`config.mk`:
```
export PLATFORM = sky130hd
export DESIGN_NAME = srwd_top
export DESIGN_NICKNAME = d
export VERILOG_FILES = /design/src/srwd_pkg.sv /design/src/srwd_top.sv /design/src/srwd_timebase.sv
export VERILOG_INCLUDE_DIRS = /design/src
export SDC_FILE = /design/constraint.sdc
export NUM_CORES = 1
export LEC_CHECK = 0
export BUFFER_PORTS_ARGS = -buffer_cell sky130_fd_sc_hd__buf_2
export CAP_MARGIN = 15
export CORE_ASPECT_RATIO = 1.5
export CORE_MARGIN = 2
export CORE_UTILIZATION = 55
export CTS_CLUSTER_SIZE = 28
export DETAILED_ROUTE_END_ITERATION = 8
export GPL_TIMING_DRIVEN = 0
export PLACE_DENSITY = 0.73
export SYNTH_ARGS = -nofsm -noshare
export SYNTH_HDL_FRONTEND = slang
export SYNTH_SLANG_ARGS = --single-unit
```
`constraint.sdc`:
```
create_clock -name i_core_clk -period 4.1 [get_ports i_core_clk]
set_clock_uncertainty 0.2 [all_clocks]
set_input_delay 0.82 -clock i_core_clk [delete_from_list [all_inputs] [get_ports i_core_clk]]
set_output_delay 0.82 -clock i_core_clk [all_outputs]
set_load 0.05 [all_outputs]
```
`src/srwd_defs.svh`:
```
// Purpose: Constants for the supervisor reset and watchdog block.
// Assumes: Core clock of 125 MHz; timebase ticks counted in cycles of the selected source.
// Notes:   All periods are counted in timebase ticks.
`ifndef SRWD_DEFS_SVH
`define SRWD_DEFS_SVH

`define SRWD_CLK_HZ          125000000
`define SRWD_INT_OSC_HZ      10240
`define SRWD_INT_DIV         (`SRWD_CLK_HZ / `SRWD_INT_OSC_HZ)
`define SRWD_CNT_W           15
`define SRWD_DIV_W           14
`define SRWD_EXT_NORM_TICKS  15'h0400
`define SRWD_EXT_LONG_TICKS  15'h1000
`define SRWD_EXT_RST_TICKS   15'h0200
`define SRWD_EXT_RSTL_TICKS  15'h0800
`define SRWD_INT_SLOW_MS     1600
`define SRWD_INT_FAST_MS     100
`define SRWD_INT_RST_MS      50
`define SRWD_INT_RSTL_MS     200
`define SRWD_MS_TICKS(ms)    ((ms) * `SRWD_INT_OSC_HZ / 1000)
`define SRWD_INT_SLOW_TICKS  15'(`SRWD_MS_TICKS(`SRWD_INT_SLOW_MS))
`define SRWD_INT_FAST_TICKS  15'(`SRWD_MS_TICKS(`SRWD_INT_FAST_MS))
`define SRWD_INT_RST_TICKS   15'(`SRWD_MS_TICKS(`SRWD_INT_RST_MS))
`define SRWD_INT_RSTL_TICKS  15'(`SRWD_MS_TICKS(`SRWD_INT_RSTL_MS))

`endif

```
`src/srwd_pkg.sv`:
```
// Purpose: Types for the supervisor reset and watchdog block.
// Assumes: Nothing beyond the constants header.
// Notes:   Gray coded states along reset, hold and run.
package srwd_pkg;
	typedef enum logic [1:0] {
		SRWD_RESET = 2'h0,
		SRWD_HOLD  = 2'h1,
		SRWD_RUN   = 2'h3
	} srwd_state_t;
endpackage

```
`src/srwd_top.sv`:
```
// Behaviour
// [RULE1] Reset held low while supply low.
// [RULE2] Reset held 50 or 200 ms after recovery.
// [RULE3] High reset output is complement of low.
// [RULE4] Missed toggle gives one reset pulse.
// [RULE5] Fixed variants use 1.6 s timeout.
// [RULE6] Long timeout until first toggle after reset.
// [RULE7] Watchdog restarts when reset ends.
// [RULE8] Every toggle edge restarts timeout count.
// [RULE9] Stuck toggle gives repeated long resets.
// [RULE10] Floating toggle disables the watchdog.
// [RULE11] External clock: 1024/4096 timeout, 512/2048 reset.
// [RULE12] Internal: pin high 1.6 s, low 100 ms.
// [RULE13] Internal timebase runs at 10.24 kHz.
// [RULE14] Capacitor oscillator clocks the counters.
// [RULE15] Expiry status low until next toggle.
// [RULE16] Expiry status high while supply low.
// [RULE17] Processor toggles faster than 70 ms.
// [RULE18] Backup mode ignores inputs, status high.
// [RULE19] Toggle taken as valid flag plus level.
//
// Purpose: Supervisor reset generator and watchdog timer.
// Assumes: Supply-low and backup indications are digital and synchronous.
// Notes:   Adjustable variant when i_adjustable is high; long pulse by i_long_pulse.
`timescale 1ns/100ps
`include "srwd_defs.svh"
module srwd_top (
	input  wire logic            i_core_clk,
	input  wire logic            i_rst,
	input  wire logic            i_supply_low,
	input  wire logic            i_battery_backup,
	input  wire logic            i_adjustable,
	input  wire logic            i_long_pulse,
	input  wire logic            i_timebase_source_select,
	input  wire logic            i_timebase_pin,
	input  wire logic            i_watchdog_toggle_valid,
	input  wire logic            i_watchdog_toggle_in,
	output logic                 o_reset_n,
	output logic                 o_reset,
	output logic                 o_watchdog_expired_n,
	output srwd_pkg::srwd_state_t o_state
);
	import srwd_pkg::*;

	srwd_state_t            state_q;
	logic [`SRWD_CNT_W-1:0] rst_cnt_q;
	logic [`SRWD_CNT_W-1:0] wd_cnt_q;
	logic [`SRWD_CNT_W-1:0] rst_len;
	logic [`SRWD_CNT_W-1:0] wd_len;
	logic                   long_q;
	logic                   tick;
	logic                   val_s1_q;
	logic                   val_s2_q;
	logic                   lvl_s1_q;
	logic                   lvl_s2_q;
	logic                   lvl_s3_q;
	logic                   val_s3_q;
	logic                   wd_enabled;
	logic                   toggle_edge;
	logic                   wd_expire;
	logic                   adj_sel;
	logic                   ext_sel;
	logic                   slow_pin;
	logic                   power_bad;

	// In backup the oscillator inputs are ignored and the internal timebase runs.
	assign adj_sel  = i_adjustable && !i_battery_backup; // RULE18
	assign ext_sel  = adj_sel && !i_timebase_source_select;
	assign slow_pin = !adj_sel || i_timebase_pin;
	assign power_bad = i_supply_low || i_battery_backup;

	srwd_timebase u_timebase (
		.i_core_clk               (i_core_clk),
		.i_rst                    (i_rst),
		.i_timebase_source_select (!ext_sel),
		.i_timebase_pin           (i_timebase_pin),
		.o_tick                   (tick)
	);

	// Toggle input synchronised to the core clock before edge detection.
	always_ff @(posedge i_core_clk) begin
		if (i_rst) begin
			val_s1_q <= 1'b0;
			val_s2_q <= 1'b0;
			val_s3_q <= 1'b0;
			lvl_s1_q <= 1'b0;
			lvl_s2_q <= 1'b0;
			lvl_s3_q <= 1'b0;
		end else begin
			val_s1_q <= i_watchdog_toggle_valid; // RULE19
			val_s2_q <= val_s1_q;
			val_s3_q <= val_s2_q;
			lvl_s1_q <= i_watchdog_toggle_in;
			lvl_s2_q <= lvl_s1_q;
			lvl_s3_q <= lvl_s2_q;
		end
	end

	assign wd_enabled  = val_s2_q && !i_battery_backup; // RULE10 RULE18
	assign toggle_edge = wd_enabled && val_s3_q && (lvl_s2_q != lvl_s3_q); // RULE8

	always_comb begin
		if (ext_sel) begin
			rst_len = i_long_pulse ? `SRWD_EXT_RSTL_TICKS : `SRWD_EXT_RST_TICKS; // RULE11
		end else begin
			rst_len = i_long_pulse ? `SRWD_INT_RSTL_TICKS : `SRWD_INT_RST_TICKS; // RULE2
		end
	end

	always_comb begin
		if (ext_sel) begin
			wd_len = long_q ? `SRWD_EXT_LONG_TICKS : `SRWD_EXT_NORM_TICKS; // RULE11
		end else if (long_q || slow_pin) begin
			wd_len = `SRWD_INT_SLOW_TICKS; // RULE5 RULE6 RULE12
		end else begin
			wd_len = `SRWD_INT_FAST_TICKS; // RULE12
		end
	end

	assign wd_expire = (state_q == SRWD_RUN) && wd_enabled && !toggle_edge && tick
		&& (wd_cnt_q >= wd_len - `SRWD_CNT_W'(1)); // RULE4 RULE9

	always_ff @(posedge i_core_clk) begin
		if (i_rst) begin
			state_q   <= SRWD_RESET;
			rst_cnt_q <= '0;
		end else if (i_supply_low) begin
			state_q   <= SRWD_RESET; // RULE1
			rst_cnt_q <= '0;
		end else begin
			case (state_q)
				SRWD_RESET: begin
					state_q   <= SRWD_HOLD;
					rst_cnt_q <= '0;
				end
				SRWD_HOLD: begin
					if (tick) begin
						if (rst_cnt_q >= rst_len - `SRWD_CNT_W'(1)) begin
							state_q   <= SRWD_RUN; // RULE2
							rst_cnt_q <= '0;
						end else begin
							rst_cnt_q <= rst_cnt_q + `SRWD_CNT_W'(1);
						end
					end
				end
				SRWD_RUN: begin
					if (wd_expire) begin
						state_q <= SRWD_HOLD; // RULE4
					end
				end
				default: begin
					state_q <= SRWD_RESET;
				end
			endcase
		end
	end

	// Timeout counter restarts on every edge and whenever reset is active.
	always_ff @(posedge i_core_clk) begin
		if (i_rst || state_q != SRWD_RUN || toggle_edge || !wd_enabled) begin
			wd_cnt_q <= '0; // RULE7 RULE8
		end else if (tick) begin
			wd_cnt_q <= wd_cnt_q + `SRWD_CNT_W'(1);
		end
	end

	// Long period stands after any reset until the first toggle edge in run.
	always_ff @(posedge i_core_clk) begin
		if (i_rst || state_q != SRWD_RUN) begin
			long_q <= 1'b1; // RULE6
		end else if (toggle_edge) begin
			long_q <= 1'b0; // RULE6
		end
	end

	always_ff @(posedge i_core_clk) begin
		if (i_rst || power_bad) begin
			o_watchdog_expired_n <= 1'b1; // RULE16 RULE18
		end else if (toggle_edge) begin
			o_watchdog_expired_n <= 1'b1; // RULE15
		end else if (wd_expire) begin
			o_watchdog_expired_n <= 1'b0; // RULE15
		end
	end

	always_ff @(posedge i_core_clk) begin
		if (i_rst) begin
			o_reset_n <= 1'b0;
			o_reset   <= 1'b1;
		end else begin
			o_reset_n <= (state_q == SRWD_RUN) && !i_supply_low && !wd_expire; // RULE1
			o_reset   <= !((state_q == SRWD_RUN) && !i_supply_low && !wd_expire); // RULE3
		end
	end

	assign o_state = state_q;

	reset_compl_a: assert property (@(posedge i_core_clk) disable iff (i_rst)
		o_reset == !o_reset_n) else $error("reset outputs not complementary"); // RULE3

	supply_low_a: assert property (@(posedge i_core_clk) disable iff (i_rst)
		i_supply_low |=> !o_reset_n) else $error("reset released while supply low"); // RULE1

	status_low_a: assert property (@(posedge i_core_clk) disable iff (i_rst)
		power_bad |=> o_watchdog_expired_n) else $error("status low in low supply"); // RULE16

	expire_status_a: assert property (@(posedge i_core_clk) disable iff (i_rst)
		(wd_expire && !power_bad) |=> !o_watchdog_expired_n && !o_reset_n)
		else $error("expiry did not flag"); // RULE15

	edge_restart_a: assert property (@(posedge i_core_clk) disable iff (i_rst)
		toggle_edge |=> wd_cnt_q == '0) else $error("edge did not restart count"); // RULE8

	disabled_wd_a: assert property (@(posedge i_core_clk) disable iff (i_rst)
		!wd_enabled |-> !wd_expire) else $error("expiry while disabled"); // RULE10

	long_after_a: assert property (@(posedge i_core_clk) disable iff (i_rst)
		$rose(state_q == SRWD_RUN) |-> long_q && wd_cnt_q == '0)
		else $error("long period not applied"); // RULE6

	hold_release_a: assert property (@(posedge i_core_clk) disable iff (i_rst)
		(state_q == SRWD_HOLD && tick && rst_cnt_q < rst_len - `SRWD_CNT_W'(1)
		&& !i_supply_low) |=> state_q == SRWD_HOLD) else $error("reset released early"); // RULE2

	expire_hold_a: assert property (@(posedge i_core_clk) disable iff (i_rst)
		(wd_expire && !i_supply_low) |=> state_q == SRWD_HOLD) else $error("no pulse"); // RULE4

	run_cov: cover property (@(posedge i_core_clk) $rose(state_q == SRWD_RUN));
	expire_cov: cover property (@(posedge i_core_clk) wd_expire);
	edge_cov: cover property (@(posedge i_core_clk) toggle_edge && !long_q);
endmodule

```
`src/srwd_timebase.sv`:
```
// Purpose: Timebase tick generator for the supervisor block.
// Assumes: External clock or capacitor oscillator arrives on the timebase pin, synchronous.
// Notes:   Internal mode divides the core clock to 10.24 kHz.
`timescale 1ns/100ps
`include "srwd_defs.svh"
module srwd_timebase (
	input  wire logic i_core_clk,
	input  wire logic i_rst,
	input  wire logic i_timebase_source_select,
	input  wire logic i_timebase_pin,
	output logic      o_tick
);
	logic [`SRWD_DIV_W-1:0] div_q;
	logic                   pin_q;
	logic                   int_tick;

	assign int_tick = (div_q == `SRWD_DIV_W'(`SRWD_INT_DIV - 1));

	always_ff @(posedge i_core_clk) begin
		if (i_rst || int_tick) begin
			div_q <= '0;
		end else begin
			div_q <= div_q + `SRWD_DIV_W'(1);
		end
	end

	always_ff @(posedge i_core_clk) begin
		if (i_rst) begin
			pin_q <= 1'b0;
		end else begin
			pin_q <= i_timebase_pin;
		end
	end

	// Each rising edge of the external clock or capacitor oscillator is one tick.
	always_ff @(posedge i_core_clk) begin
		if (i_rst) begin
			o_tick <= 1'b0;
		end else if (i_timebase_source_select) begin
			o_tick <= int_tick; // RULE13
		end else begin
			o_tick <= i_timebase_pin && !pin_q; // RULE14
		end
	end
endmodule

```
Word level (Yosys, flattened, before mapping):

Cells that the tools add are included.

* input bits: 10
* register bits: 58
* logic and storage cells: 78

* muxes and demuxes: 12
* reduce and logical (&&, ||, !) cells: 35
* $lt $le $gt $ge: 2
* eq/ne operators: 8
* add/sub/neg operators: 5

Operator list (number)
* $mux W15: 4
* $add A15 B1 Y15 const B: 2
* $ge A15 B15 Y1: 2
* $pmux W15 S2: 1
* $sub A15 B1 Y15 const B: 1
* $add A14 B1 Y14 const B: 1
* $eq A14 B14 Y1 const B: 1
* $mux W13: 1
* $sub A12 B1 Y13 const B: 1
* $logic_and A1 B1 Y1: 12
* $mux W12: 1
* $logic_not A1 Y1: 9
* $logic_or A1 B1 Y1: 8
* $mux W2: 3
* $ne A2 B2 Y1 const B: 3
* $pmux W2 S3: 1
* $reduce_or A2 Y1: 2
* $reduce_and A3 Y1: 1
* $eq A2 B1 Y1 const B: 1
* $eq A2 B2 Y1 const B: 1
* $logic_not A2 Y1: 1
* $ne A2 B1 Y1 const B: 1
* $reduce_and A2 Y1: 1
* $reduce_bool A2 Y1: 1
* 2 further kinds: 2

Logic depth before layout (Yosys ltp):

Gate-level depths: netlist (run 1).

* depth in word-level cells: 13
* depth in mapped cells: 11

By module:

A second synthesis (run 1) with hierarchy kept.

* cell total of the unflattened synthesis: 290
* area, all modules: 2640.0 µm²

By module, submodules not included
* srwd_top: times used 1, cells each 215, area an instance 1935.6 µm²
* srwd_timebase: times used 1, cells each 75, area an instance 704.4 µm²

Worst setup path before layout (run 1):

Ideal clock, no wire load.

* kind: in2reg
* start: input port i_battery_backup
* end: register state_q[1], in the netlist o_state[1]
* path slack: 1098 ps
* required time: 3773 ps
* cell stages on the path: 11
* arrival: 2675 ps
* library setup time: 127 ps
* buffers on the path: 0
* cell sequence: nand2b_1 -> a211oi_1 -> inv_1 -> ha_1 -> inv_1 -> xnor2_1 -> ha_1 -> a21oi_1 -> and3_4 -> o41ai_4 -> o21ai_2

* longest elaborated chain between the ends: 12
* elaborated cells on any way between the ends: 20

Ends and longest elaborated chain
* start: declaration: RTL line srwd_top.sv:31 `input wire logic i_battery_backup,`
* $logic_not A1 Y1 *: RTL line srwd_top.sv:67, srwd_top.sv:99
* $logic_and A1 B1 Y1: RTL line srwd_top.sv:67 `assign adj_sel = i_adjustable && !i_battery_backup;`
* $logic_not A1 Y1: RTL line srwd_top.sv:69 `assign slow_pin = !adj_sel || i_timebase_pin;`
* $logic_or A1 B1 Y1: RTL line srwd_top.sv:69
* $logic_or A1 B1 Y1: RTL line srwd_top.sv:113 `end else if (long_q || slow_pin) begin`
* $mux W15: RTL line srwd_top.sv:113
* $mux W15: RTL line srwd_top.sv:111 `if (ext_sel) begin`
* $sub A15 B1 Y15: RTL line srwd_top.sv:121 `` && (wd_cnt_q >= wd_len - `SRWD_CNT_W'(1)); ``
* $ge A15 B15 Y1: RTL line srwd_top.sv:121
* $logic_and A1 B1 Y1 *: RTL line srwd_top.sv:120 `assign wd_expire = (state_q == SRWD_RUN) && wd_enabled && !toggle_edge && tick`
* $ne A2 B2 Y1 (no source line) *
* $reduce_and A3 Y1 (no source line) *
* end signal: assignment: RTL line srwd_top.sv:125 `state_q <= SRWD_RESET;`
* end signal: assignment: RTL line srwd_top.sv:128 `state_q <= SRWD_RESET;`
* end signal: assignment: RTL line srwd_top.sv:133 `state_q <= SRWD_HOLD;`
* end: declaration: RTL line srwd_top.sv:45 `srwd_state_t state_q;`

Mark *: on every way between the ends. The rest lies on a longest branch, timed or not.
A chain may end at the register's enable or synchronous reset.

Final worst setup path (run 1):

Same ends and word-level chain as after synthesis.

==> qor.tcl, run 1 <==
set qor(status) {completed}
set qor(dp_hpwl_um) 3430
set qor(crit_end_element) {flip-flop}
set qor(ys_seq_elements) 58
set qor(floorplan.die.height_um) 89.0
set qor(synth_commonest_cells) {58 x sky130_fd_sc_hd__dfxtp_1, 39 x sky130_fd_sc_hd__nor2_1, 28 x sky130_fd_sc_hd__nand2_1}
set qor(fin_setup_tns_ns) 0
set qor(n_antenna_cell) 0
set qor(boundaryPins) 15
set qor(tritoncts.num_buffers) 9
set qor(number_of_setup_violations_in_the_final_report) 0
set qor(yosysUniqueCellTypes) 45
set qor(layout.nets) 348
set qor(core_region_area_um2) 4580
set qor(ys_dominant_reg_cell) {sky130_fd_sc_hd__dfxtp_1}
set qor(drive_above_1_share_pct) 11.8
set qor(worstPathBufferInverterCount) 3
set qor(synth.avg_cell_area_um2) 8.80
set qor(fin_crit_sh_pct) 74.6
set qor(cellLeakagePower_nw) 1.14
set qor(design.die.area_um2) 5400
set qor(netlist.top_cell.by_area) {sky130_fd_sc_hd__dfxtp_1}
set qor(rows) 30
set qor(critical_path.cell_chain) {buf_2, nand2b_1, a211oi_1, inv_1, ha_1, inv_1, xnor2_1, ha_1, a21oi_1, and3_4, o41ai_4, o21ai_2}
set qor(grt_antenna_before_repair) 0
set qor(route.final.wire_length_um) 4780
set qor(cts.reportedPaths.clkPinSlew_ns) 0.06
set qor(drt_pass1_iterations) 4
set qor(timing_max_transition_violations_final) 0
set qor(data_arrival_critical_path_ns) 3.06
set qor(die_width_um) 60.7
set qor(post-route-util_pct) 65.6
set qor(post_syn_nets) 323
set qor(vdd_ir_drop_max_mv) 0.263
set qor(power_density_nw_per_um2) 379
set qor(final.fill_count) 407
set qor(grt_pass1_vias) 2004
set qor(worst-endpoint-required_ns) 4.10
set qor(rsz0062_at_grt) {false}
set qor(timing_worst_slew_pin_value_ns) 0.528
set qor(groute.usage.overall_pct) 20.8
set qor(globalplace.congestion) 0.806
set qor(hold_bufs_inserted_after_cts) 0
set qor(max_clock_freq_mhz) 327
set qor(cts_post_setup_buffers_inserted) 0
set qor(synth.area.top_cells) {sky130_fd_sc_hd__dfxtp_1 44%, sky130_fd_sc_hd__xor2_1 6.6%, sky130_fd_sc_hd__ha_1 5.7%}
set qor(clock_tree_root) {sky130_fd_sc_hd__clkbuf_8}
set qor(grt_first_pass_wirelength_um) 8290
set qor(critical_path.startpoint_type) {input port}
set qor(port-buffer-count) 14
set qor(cts_num_sinks) 58
set qor(max_slew_headroom_pct) 64.6
set qor(timing.critical_path.slowest_stage_cell) {sky130_fd_sc_hd__a211oi_1}
set qor(finalHoldViolCount) 0
set qor(worst-setup-path-type) {in -> reg}
set qor(drcViolationCount) 0
set qor(number_of_buffers_on_the_longest_clock_path) 2
set qor(hold_path_class) {reg -> reg}
set qor(detail_route.vias_per_cell) 5.30
set qor(tritoncts) {done}
set qor(cpLargestDelayFamily) {compound AO/OA/AOI/OAI gates}
set qor(critical_path_s_largest_stage_delay_ns) 0.42
set qor(clock_latency_ns) 0.33
set qor(cts_max_level) 3
set qor(postSynth.asyncResetShare_pct) 0
set qor(areaGrowthSynthToFinish_pct) 13.4
set qor(antenna_left) 0
set qor(drt-initial-drc-count) 81
set qor(synth_seq_area_share_pct) 43.8
set qor(grt.overflow.total) 0
set qor(mappedNetlistArea_um2) 2650
set qor(timing.max_cap.violations) 0
set qor(initial_core_util_pct) 57.8
set qor(dr_total_vias) 2094
set qor(synth_most_common_cell) {sky130_fd_sc_hd__dfxtp_1}
set qor(largest_net_degree_at_the_start_of_global_routing) 11
set qor(cts.repair.resized) 0
set qor(synth-warning-count) 0
set qor(layout_min_cycle_time_ns) 3.06
set qor(worstPathMaxFanout) 4
set qor(syn-instance-count) 301
set qor(count_of_flip_flops_with_a_built_in_enable_after_synthesis) 0
set qor(wl_per_cell_um) 12.1
set qor(synth_top_area_share_pct) 43.8
==> where the power goes <==
group / switching (W) / leakage (nW) / internal [W]
logic: 0.0000225 / 0.565 / 0.0000157
registers: 0.00000475 / 0.469 / 0.000570
clock network: 0.000216 / 0.105 / 0.000310
==> layer usage <==
metal / part of all wire (%) / up-vias / GRT usage [%]
li1: - / 1095 / -
met1: 42 / 969 / 21.8
met2: 52 / 23 / 36.2
met3: 3.1 / 7 / 5.50
met4: 2.3 / 0 / 12.3
met5: 0 / - / 0
==> logic make-up (layout without fill, tap and decap cells) <==
kind of cell,Yosys count,count (layout),synth area share [%]
xor+xnor,28,28,9.26
compound gates,37,37,10.0
flops,58,58,43.8
buf+inv,21,51,2.98
fa+ha+maj,12,12,5.67
mux,1,1,0.378
simple gates,144,144,27.9
==> per-stage QoR <==
stage	setup WS (ns)	std cells	area (um^2)	hold WS [ns]	power [W]
3_5_place_dp	0.652	379	2800	0.230	0.000626
5_1_grt	0.862	395	3000	0.270	0.00118
3_3_place_gp	0.718	379	2800	0.220	0.000625
2_1_floorplan	1.10	301	2650	0.214	0.000613
6_report	1.04	395	3000	0.239	0.00114
4_1_cts	1.00	395	3000	0.245	0.00116
==> registers in the layout (all words and copies together), names as in the netlist <==
name / cells
val_s1_q: 1
lvl_s1_q: 1
u_timebase.o_tick: 1
long_q: 1
val_s2_q: 1
wd_cnt_q: 15
o_state: 2
lvl_s2_q: 1
u_timebase.pin_q: 1
o_reset_n: 1
o_watchdog_expired_n: 1
o_reset: 1
val_s3_q: 1
u_timebase.div_q: 14
lvl_s3_q: 1
rst_cnt_q: 15
==> worst paths after layout <==
path                                  startpoint          to  slack, ns  cells past startpoint
worst max-delay path            i_battery_backup  o_state[1]       1.04                     12
worst max register to register            long_q  o_state[1]       1.55                     10
worst min register to register          val_s1_q    val_s2_q       0.24                      1
worst min-delay path                    val_s1_q    val_s2_q       0.24                      1
==> layout by cell type, fill, tap and decap left out, drive strengths merged, types with 4 or more instances in the layout <==
cell	n
a21oi	11
nand3	15
and3	11
dfxtp	58
nand2	29
and2	8
inv	12
xor2	20
nand4	8
nor3	4
a31oi	4
ha	12
nor2	39
buf	14
o21ai	5
xnor2	8
nor2b	10
clkbuf	20
o31ai	4
==> cell type report <==
class	count	area, um^2	area share [%]
Multi-Input combinational cell	222	1410	46.9
Sequential cell	58	1160	38.7
Clock buffer	11	151	5.04
Tap cell	64	80.1	2.67
Timing Repair Buffer	14	70.1	2.33
Clock inverter	5	52.6	1.75
Inverter	12	45.0	1.50
Buffer	9	33.8	1.13
No activity file was read; power rests on OpenSTA's default activity.
==> inputs of run 2 (changes only) <==
--- a/config.mk
+++ b/config.mk
@@ -10,11 +10,11 @@
 export CAP_MARGIN = 15
 export CORE_ASPECT_RATIO = 1.5
 export CORE_MARGIN = 2
-export CORE_UTILIZATION = 55
+export CORE_UTILIZATION = 54
 export CTS_CLUSTER_SIZE = 28
 export DETAILED_ROUTE_END_ITERATION = 8
 export GPL_TIMING_DRIVEN = 0
-export PLACE_DENSITY = 0.73
+export PLACE_DENSITY = 0.75
 export SYNTH_ARGS = -nofsm -noshare
 export SYNTH_HDL_FRONTEND = slang
 export SYNTH_SLANG_ARGS = --single-unit
==> constraint.sdc (replaced) <==
create_clock -name i_core_clk -period 2.6 [get_ports i_core_clk]
set_clock_uncertainty 0.2 [all_clocks]
set_input_delay 0.52 -clock i_core_clk [delete_from_list [all_inputs] [get_ports i_core_clk]]
set_output_delay 0.52 -clock i_core_clk [all_outputs]
set_load 0.05 [all_outputs]
==> run 2 against run 1 <==
Effect of this change: routed wire length grew 1.6%; critical path depth decreased by 2; highest routed layer unchanged; power rose by 58%; count of clock-buffer cells in the layout fell by 2; core utilization fell by 1.9 points; die area is 1.7% higher.
==> qor.tcl, run 2 (synthesized netlist as in run 1, its figures left out) <==
set qor(clock_latency_ns) 0.34 ;# about the same
set qor(tritoncts.num_buffers) 9 ;# unchanged
set qor(timing_worst_slew_pin_value_ns) 0.525 ;# -0.00261 ns
set qor(drt-initial-drc-count) 102 ;# +26%
set qor(worst-endpoint-required_ns) 2.61 ;# -1.49 ns
set qor(drt_pass1_iterations) 4 ;# unchanged
set qor(rr_endpoint) {o_state[1]}
set qor(layout_common_cells) {57 x sky130_fd_sc_hd__dfxtp_1, 39 x sky130_fd_sc_hd__nor2_1, 28 x sky130_fd_sc_hd__nand2_1, 20 x sky130_fd_sc_hd__xor2_1, 15 x sky130_fd_sc_hd__nand3_1}
set qor(die_width_um) 61.2 ;# +0.87%
set qor(port-buffer-count) 14 ;# unchanged
set qor(status) {completed}
set qor(critical_path_s_largest_stage_delay_ns) 0.52 ;# +0.10 ns
set qor(finalHoldViolCount) 0 ;# unchanged
set qor(layout_min_cycle_time_ns) 2.54
set qor(hp-start) {i_watchdog_toggle_valid}
set qor(hold_bufs_inserted_after_cts) 0 ;# unchanged
set qor(met2_length_um) 2600 ;# +4.0%
set qor(worstPathMaxFanout) 4 ;# unchanged
set qor(cts_max_level) 3 ;# unchanged
set qor(boundaryPins) 15 ;# unchanged
set qor(met1_length_um) 2050 ;# +1.1%
set qor(route.final.wire_length_um) 4860 ;# +1.6%
set qor(drcViolationCount) 0 ;# unchanged
set qor(timing_max_transition_violations_final) 0 ;# unchanged
set qor(detail_route.vias_per_cell) 5.28 ;# -0.42%
set qor(floorplan.die.height_um) 89.8 ;# +0.88%
set qor(count_of_cells_along_the_worst_hold_path) 2 ;# +1
set qor(fin_crit_sh_pct) 97.7
set qor(crit_end_element) {flip-flop}
set qor(cts_num_sinks) 58 ;# unchanged
set qor(mostFrequentLayoutCell) {sky130_fd_sc_hd__dfxtp_1}
set qor(dr_total_vias) 2101 ;# +0.33%
set qor(max_clock_freq_mhz) 394
set qor(grt_pass1_vias) 2080 ;# +3.8%
set qor(critical_path.startpoint_type) {input port}
set qor(areaGrowthSynthToFinish_pct) 14.7
set qor(rows) 31 ;# +3.3%
set qor(grt_first_pass_wirelength_um) 8320 ;# +0.42%
set qor(worst-setup-path-type) {in -> reg}
set qor(hold_path_class) {in -> reg}
set qor(timing.critical_path.slowest_stage_cell) {sky130_fd_sc_hd__or4_1}
set qor(vdd_ir_drop_max_mv) 0.341 ;# +30%
set qor(antenna_left) 0 ;# unchanged
set qor(number_of_setup_violations_in_the_final_report) 0 ;# unchanged
set qor(timing.rr.start) {long_q}
set qor(power_density_nw_per_um2) 593 ;# +56%
set qor(timing.max_cap.violations) 0 ;# unchanged
set qor(initial_core_util_pct) 55.5 ;# -2.3 points
set qor(core_region_area_um2) 4770 ;# +4.2%
set qor(dp_hpwl_um) 3510 ;# +2.3%
set qor(design.die.area_um2) 5490 ;# +1.7%
set qor(data_arrival_critical_path_ns) 2.55 ;# -0.51 ns
set qor(groute.usage.overall_pct) 19.9 ;# -0.81 points
set qor(largest_net_degree_at_the_start_of_global_routing) 13 ;# +2
set qor(n_antenna_cell) 0 ;# unchanged
set qor(layout.nets) 349 ;# +0.29%
set qor(grt.overflow.total) 0 ;# unchanged
set qor(wl_per_cell_um) 12.2 ;# +0.84%
set qor(post-route-util_pct) 63.7 ;# -1.9 points
set qor(maxUsedRoutingLayer) {met4}
set qor(reg.largest.list) {rst_cnt_q (15), wd_cnt_q (15), u_timebase.div_q (14)}
set qor(grt_antenna_before_repair) 0 ;# unchanged
set qor(globalplace.congestion) 0.824 ;# +2.2%
set qor(worstPathBufferInverterCount) 2 ;# -1
set qor(number_of_buffers_on_the_longest_clock_path) 2 ;# unchanged
set qor(drive_above_1_share_pct) 13.3 ;# +1.5 points
set qor(cts.reportedPaths.clkPinSlew_ns) 0.07 ;# about the same
set qor(max_slew_headroom_pct) 64.8 ;# +0.17 points
set qor(critical_path.cell_chain) {buf_2, nand2b_4, a211oi_4, buf_4, ha_1, nand4_1, or4_1, and3_4, o41ai_4, o21ai_2}
set qor(holdPathEnd) {val_s1_q}
set qor(tritoncts) {done}
set qor(r2r_cells) 8 ;# -2
set qor(route.met3.wl_um) 143 ;# -2.7%
set qor(clock_tree_root) {sky130_fd_sc_hd__clkbuf_8}
set qor(cpLargestDelayFamily) {simple AND/OR/NAND/NOR gates}
set qor(cellLeakagePower_nw) 1.14 ;# -0.11%
set qor(fin_worst_hold_slack_ns) 0.191 ;# -0.0483 ns
set qor(setup_slack_reg_to_reg_ns) 0.12 ;# -1.43 ns
-- run 2: cell types whose count changed in the layout (fill, tap and decap cells not counted), sizes merged --
cell      change
buf           +1
clkbuf        -2
clkinv        -1
clkinvlp      +2
inv           +1
-- run 2: how the worst max path moves through the flow --
stage,from,endpoint,cells after the start
finish,i_battery_backup,o_state[1],10
global placement,i_battery_backup,o_state[1],12
floorplan,i_battery_backup,o_state[1],11
global route,i_battery_backup,o_state[1],10
CTS,i_battery_backup,o_watchdog_expired_n,10
detailed placement,i_battery_backup,o_state[1],12
-- run 2: final cells by class --
type,count,area (um^2)
Sequential cell,58,1160
Buffer,9,33.8
Tap cell,66,82.6
Inverter,12,45.0
Multi-Input combinational cell,222,1440
Timing Repair Buffer,15,77.6
Clock inverter,7,78.8
Clock buffer,9,124
Fill cell,403,1730
-- run 2: repair_timing --
action / CTS / global route
endpoints found under the setup margin: 1 / 3
setup buffers: 1 / 0
gates resized for setup: 0 / 4
pin swaps: 2 / 2
-- run 2: per-stage QoR --
stage,instance area [um^2],std cells,TNS [ns],worst slack (ns),power [W]
2_1_floorplan,2650,301,0,0.0253,0.000966
3_3_place_gp,2810,381,-1.06,-0.294,0.000985
3_5_place_dp,2810,381,-1.49,-0.377,0.000987
4_1_cts,3020,398,0,0.0462,0.00182
5_1_grt,3040,398,-0.0115,-0.0115,0.00188
6_report,3040,398,0,0.0610,0.00180
-- run 2: metal layers --
layer,track usage [%],up-vias
met3,5.32,6
met4,11.8,0
met1,20.5,988
met2,34.0,21
li1,-,1086
met5,0,-
-- run 2: power by group --
group / switching, W / internal, W
registers: 0.00000741 / 0.000898
clock network: 0.000385 / 0.000448
logic: 0.0000379 / 0.0000257
==> inputs of run 3 (changes only) <==
--- a/config.mk
+++ b/config.mk
@@ -14,7 +14,7 @@
 export CTS_CLUSTER_SIZE = 28
 export DETAILED_ROUTE_END_ITERATION = 8
 export GPL_TIMING_DRIVEN = 0
-export PLACE_DENSITY = 0.75
+export PLACE_DENSITY = 0.82
 export SYNTH_ARGS = -nofsm -noshare
 export SYNTH_HDL_FRONTEND = slang
 export SYNTH_SLANG_ARGS = --single-unit
==> constraint.sdc (replaced) <==
create_clock -name i_core_clk -period 2.3 [get_ports i_core_clk]
set_clock_uncertainty 0.2 [all_clocks]
set_input_delay 0.46 -clock i_core_clk [delete_from_list [all_inputs] [get_ports i_core_clk]]
set_output_delay 0.46 -clock i_core_clk [all_outputs]
set_load 0.05 [all_outputs]
==> run 3 against run 2 <==
Effect of this change: first-iteration DRC count is 37% lower; critical path depth unchanged; count of clock-buffer cells in the layout rose by 2; clock power is 3.0% lower; core utilization increased by 1.0 points; sequential share of layout area is 0.52 points lower; flip-flop and latch count did not move; power up 6.1%; final cell count up 0.75%; global-route usage increased by 1.2 points; design area is 1.6% higher; register-to-register slack got worse by 0.11 ns; largest cell class unchanged.
==> qor.tcl, run 3 (synthesized netlist as in run 1, its figures left out) <==
set qor(status) {completed}
set qor(tritoncts) {done}
set qor(max_clock_freq_mhz) 437
set qor(worstPathBufferInverterCount) 2 ;# unchanged
set qor(layout_min_cycle_time_ns) 2.29
set qor(timing.critical_path.slowest_stage_cell) {sky130_fd_sc_hd__dfxtp_4}
set qor(worstPathMaxFanout) 4 ;# unchanged
set qor(wl_per_cell_um) 12.4 ;# +1.5%
set qor(rows) 31 ;# unchanged
set qor(data_arrival_critical_path_ns) 2.31 ;# -0.24 ns
set qor(cts.reportedPaths.clkPinSlew_ns) 0.07 ;# about the same
set qor(timing.max_cap.violations) 0 ;# unchanged
set qor(placed_area_um2) 2820 ;# +0.45%
set qor(initial_core_util_pct) 55.5 ;# unchanged
set qor(globalplace.congestion) 0.871 ;# +5.7%
set qor(n_antenna_cell) 0 ;# unchanged
set qor(tritoncts.num_buffers) 9 ;# unchanged
set qor(cts_num_sinks) 58 ;# unchanged
set qor(fin_crit_sh_pct) 99.5
set qor(timing_worst_slew_pin_value_ns) 0.516 ;# -0.00916 ns
set qor(port-buffer-count) 14 ;# unchanged
set qor(dp_hpwl_um) 3530 ;# +0.58%
set qor(grt_antenna_before_repair) 0 ;# unchanged
set qor(rsz0062_at_grt) {true}
set qor(drcViolationCount) 0 ;# unchanged
set qor(critical_path.startpoint_type) {flip-flop}
set qor(route.final.wire_length_um) 4970 ;# +2.2%
set qor(max_slew_headroom_pct) 65.3 ;# +0.54 points
set qor(core_region_area_um2) 4770 ;# unchanged
set qor(drive_above_1_share_pct) 15.8 ;# +2.6 points
set qor(clock_latency_ns) 0.34 ;# about the same
set qor(post-route-util_pct) 64.7 ;# +1.0 points
set qor(vdd_ir_drop_max_mv) 0.419 ;# +23%
set qor(antenna_left) 0 ;# unchanged
set qor(grt_first_pass_wirelength_um) 8800 ;# +5.8%
set qor(clock_tree_root) {sky130_fd_sc_hd__clkbuf_8}
set qor(groute.usage.overall_pct) 21.1 ;# +1.2 points
set qor(grt.overflow.total) 0 ;# unchanged
set qor(reg.largest.list) {rst_cnt_q (15), wd_cnt_q (15), u_timebase.div_q (14)}
set qor(number_of_buffers_on_the_longest_clock_path) 2 ;# unchanged
set qor(final_area_um2) 3090 ;# +1.6%
set qor(worst-setup-path-type) {reg -> reg}
set qor(largest_net_degree_at_the_start_of_global_routing) 11 ;# -2
set qor(cellLeakagePower_nw) 1.16 ;# +1.6%
set qor(number_of_setup_violations_in_the_final_report) 0 ;# unchanged
set qor(design.die.area_um2) 5490 ;# unchanged
set qor(drt-initial-drc-count) 64 ;# -37%
set qor(hold_path_class) {in -> reg}
set qor(critical_path_s_largest_stage_delay_ns) 0.36 ;# -0.16 ns
set qor(die_width_um) 61.2 ;# unchanged
set qor(floorplan.die.height_um) 89.8 ;# unchanged
set qor(grt_pass1_vias) 2115 ;# +1.7%
set qor(layout_common_cells) {57 x sky130_fd_sc_hd__dfxtp_1, 39 x sky130_fd_sc_hd__nor2_1, 27 x sky130_fd_sc_hd__nand2_1, 20 x sky130_fd_sc_hd__xor2_1, 15 x sky130_fd_sc_hd__nand3_1}
set qor(finalHoldViolCount) 0 ;# unchanged
set qor(mostFrequentLayoutCell) {sky130_fd_sc_hd__dfxtp_1}
set qor(worst-endpoint-required_ns) 2.32 ;# -0.29 ns
set qor(power_density_nw_per_um2) 619 ;# +4.4%
set qor(timing_max_transition_violations_final) 0 ;# unchanged
set qor(crit_end_element) {flip-flop}
set qor(layout.nets) 352 ;# +0.86%
set qor(dr_total_vias) 2088 ;# -0.62%
set qor(cpLargestDelayFamily) {compound AO/OA/AOI/OAI gates}
set qor(final.fill_count) 419 ;# +4.0%
set qor(critical_path.cell_chain) {a211oi_4, inv_1, ha_2, inv_2, xnor2_2, ha_1, nand3_1, and2_4, o41ai_4, o21ai_2}
set qor(drt_pass1_iterations) 4 ;# unchanged
set qor(areaGrowthSynthToFinish_pct) 16.6
set qor(boundaryPins) 15 ;# unchanged
set qor(cts_max_level) 3 ;# unchanged
set qor(detail_route.vias_per_cell) 5.21 ;# -1.4%
## run 3: per-stage QoR
| stage | total power, W | TNS, ns | cells | hold WS [ns] | worst slack (ns) |
|---|---|---|---|---|---|
| after floorplan | 0.00109 | -0.0999 | 301 | 0.214 | -0.0559 |
| after global placement | 0.00112 | -2.33 | 381 | 0.218 | -0.333 |
| after detailed placement | 0.00112 | -3.03 | 381 | 0.222 | -0.365 |
| after CTS | 0.00193 | -0.0329 | 400 | 0.117 | -0.0329 |
| after global routing | 0.00199 | -0.220 | 401 | 0.120 | -0.0916 |
| final | 0.00191 | 0 | 401 | 0.130 | 0.0114 |
## run 3: what timing repair did
action | in CTS | in global routing
endpoints found under the setup margin | 4 | 16
buffers inserted | 3 | 1
resized for setup | 7 | 7
endpoints found under the hold margin | 0 | 0
hold buffers | 0 | 0
pin swaps | 9 | 6
## run 3: cell type report
cell class	instances	area (um^2)	area share [%]
inverters	12	45.0	1.46
well taps	66	82.6	2.67
flip-flops and latches	58	1160	37.7
multi-input cells	222	1480	47.9
clock inverters	5	30.0	0.972
clock buffers	11	141	4.58
repair buffers	18	110	3.57
plain buffers	9	35.0	1.13
## run 3: worst paths after layout
path / end / start / slack, ns / cells after the start
setup reg to reg: o_state[1] / long_q / 0.01 / 10
hold reg to reg: lvl_s2_q / lvl_s1_q / 0.24 / 1
hold / removal: val_s1_q / i_watchdog_toggle_valid / 0.13 / 2
setup / recovery: o_state[1] / long_q / 0.01 / 10
## run 3: report_power, final
group,total [W],switching (W),internal [W]
combinational,0.0000800,0.0000454,0.0000346
sequential,0.00102,0.00000859,0.00101
clock,0.000807,0.000394,0.000413
## run 3: layer usage
metal | GRT usage [%] | wire [um] | vias up
met2 | 33.4 | 2530 | 23
met4 | 10.5 | 128 | 0
li1 | - | - | 1093
met3 | 8.78 | 147 | 12
met1 | 23.4 | 2160 | 960
met5 | 0 | 0 | -
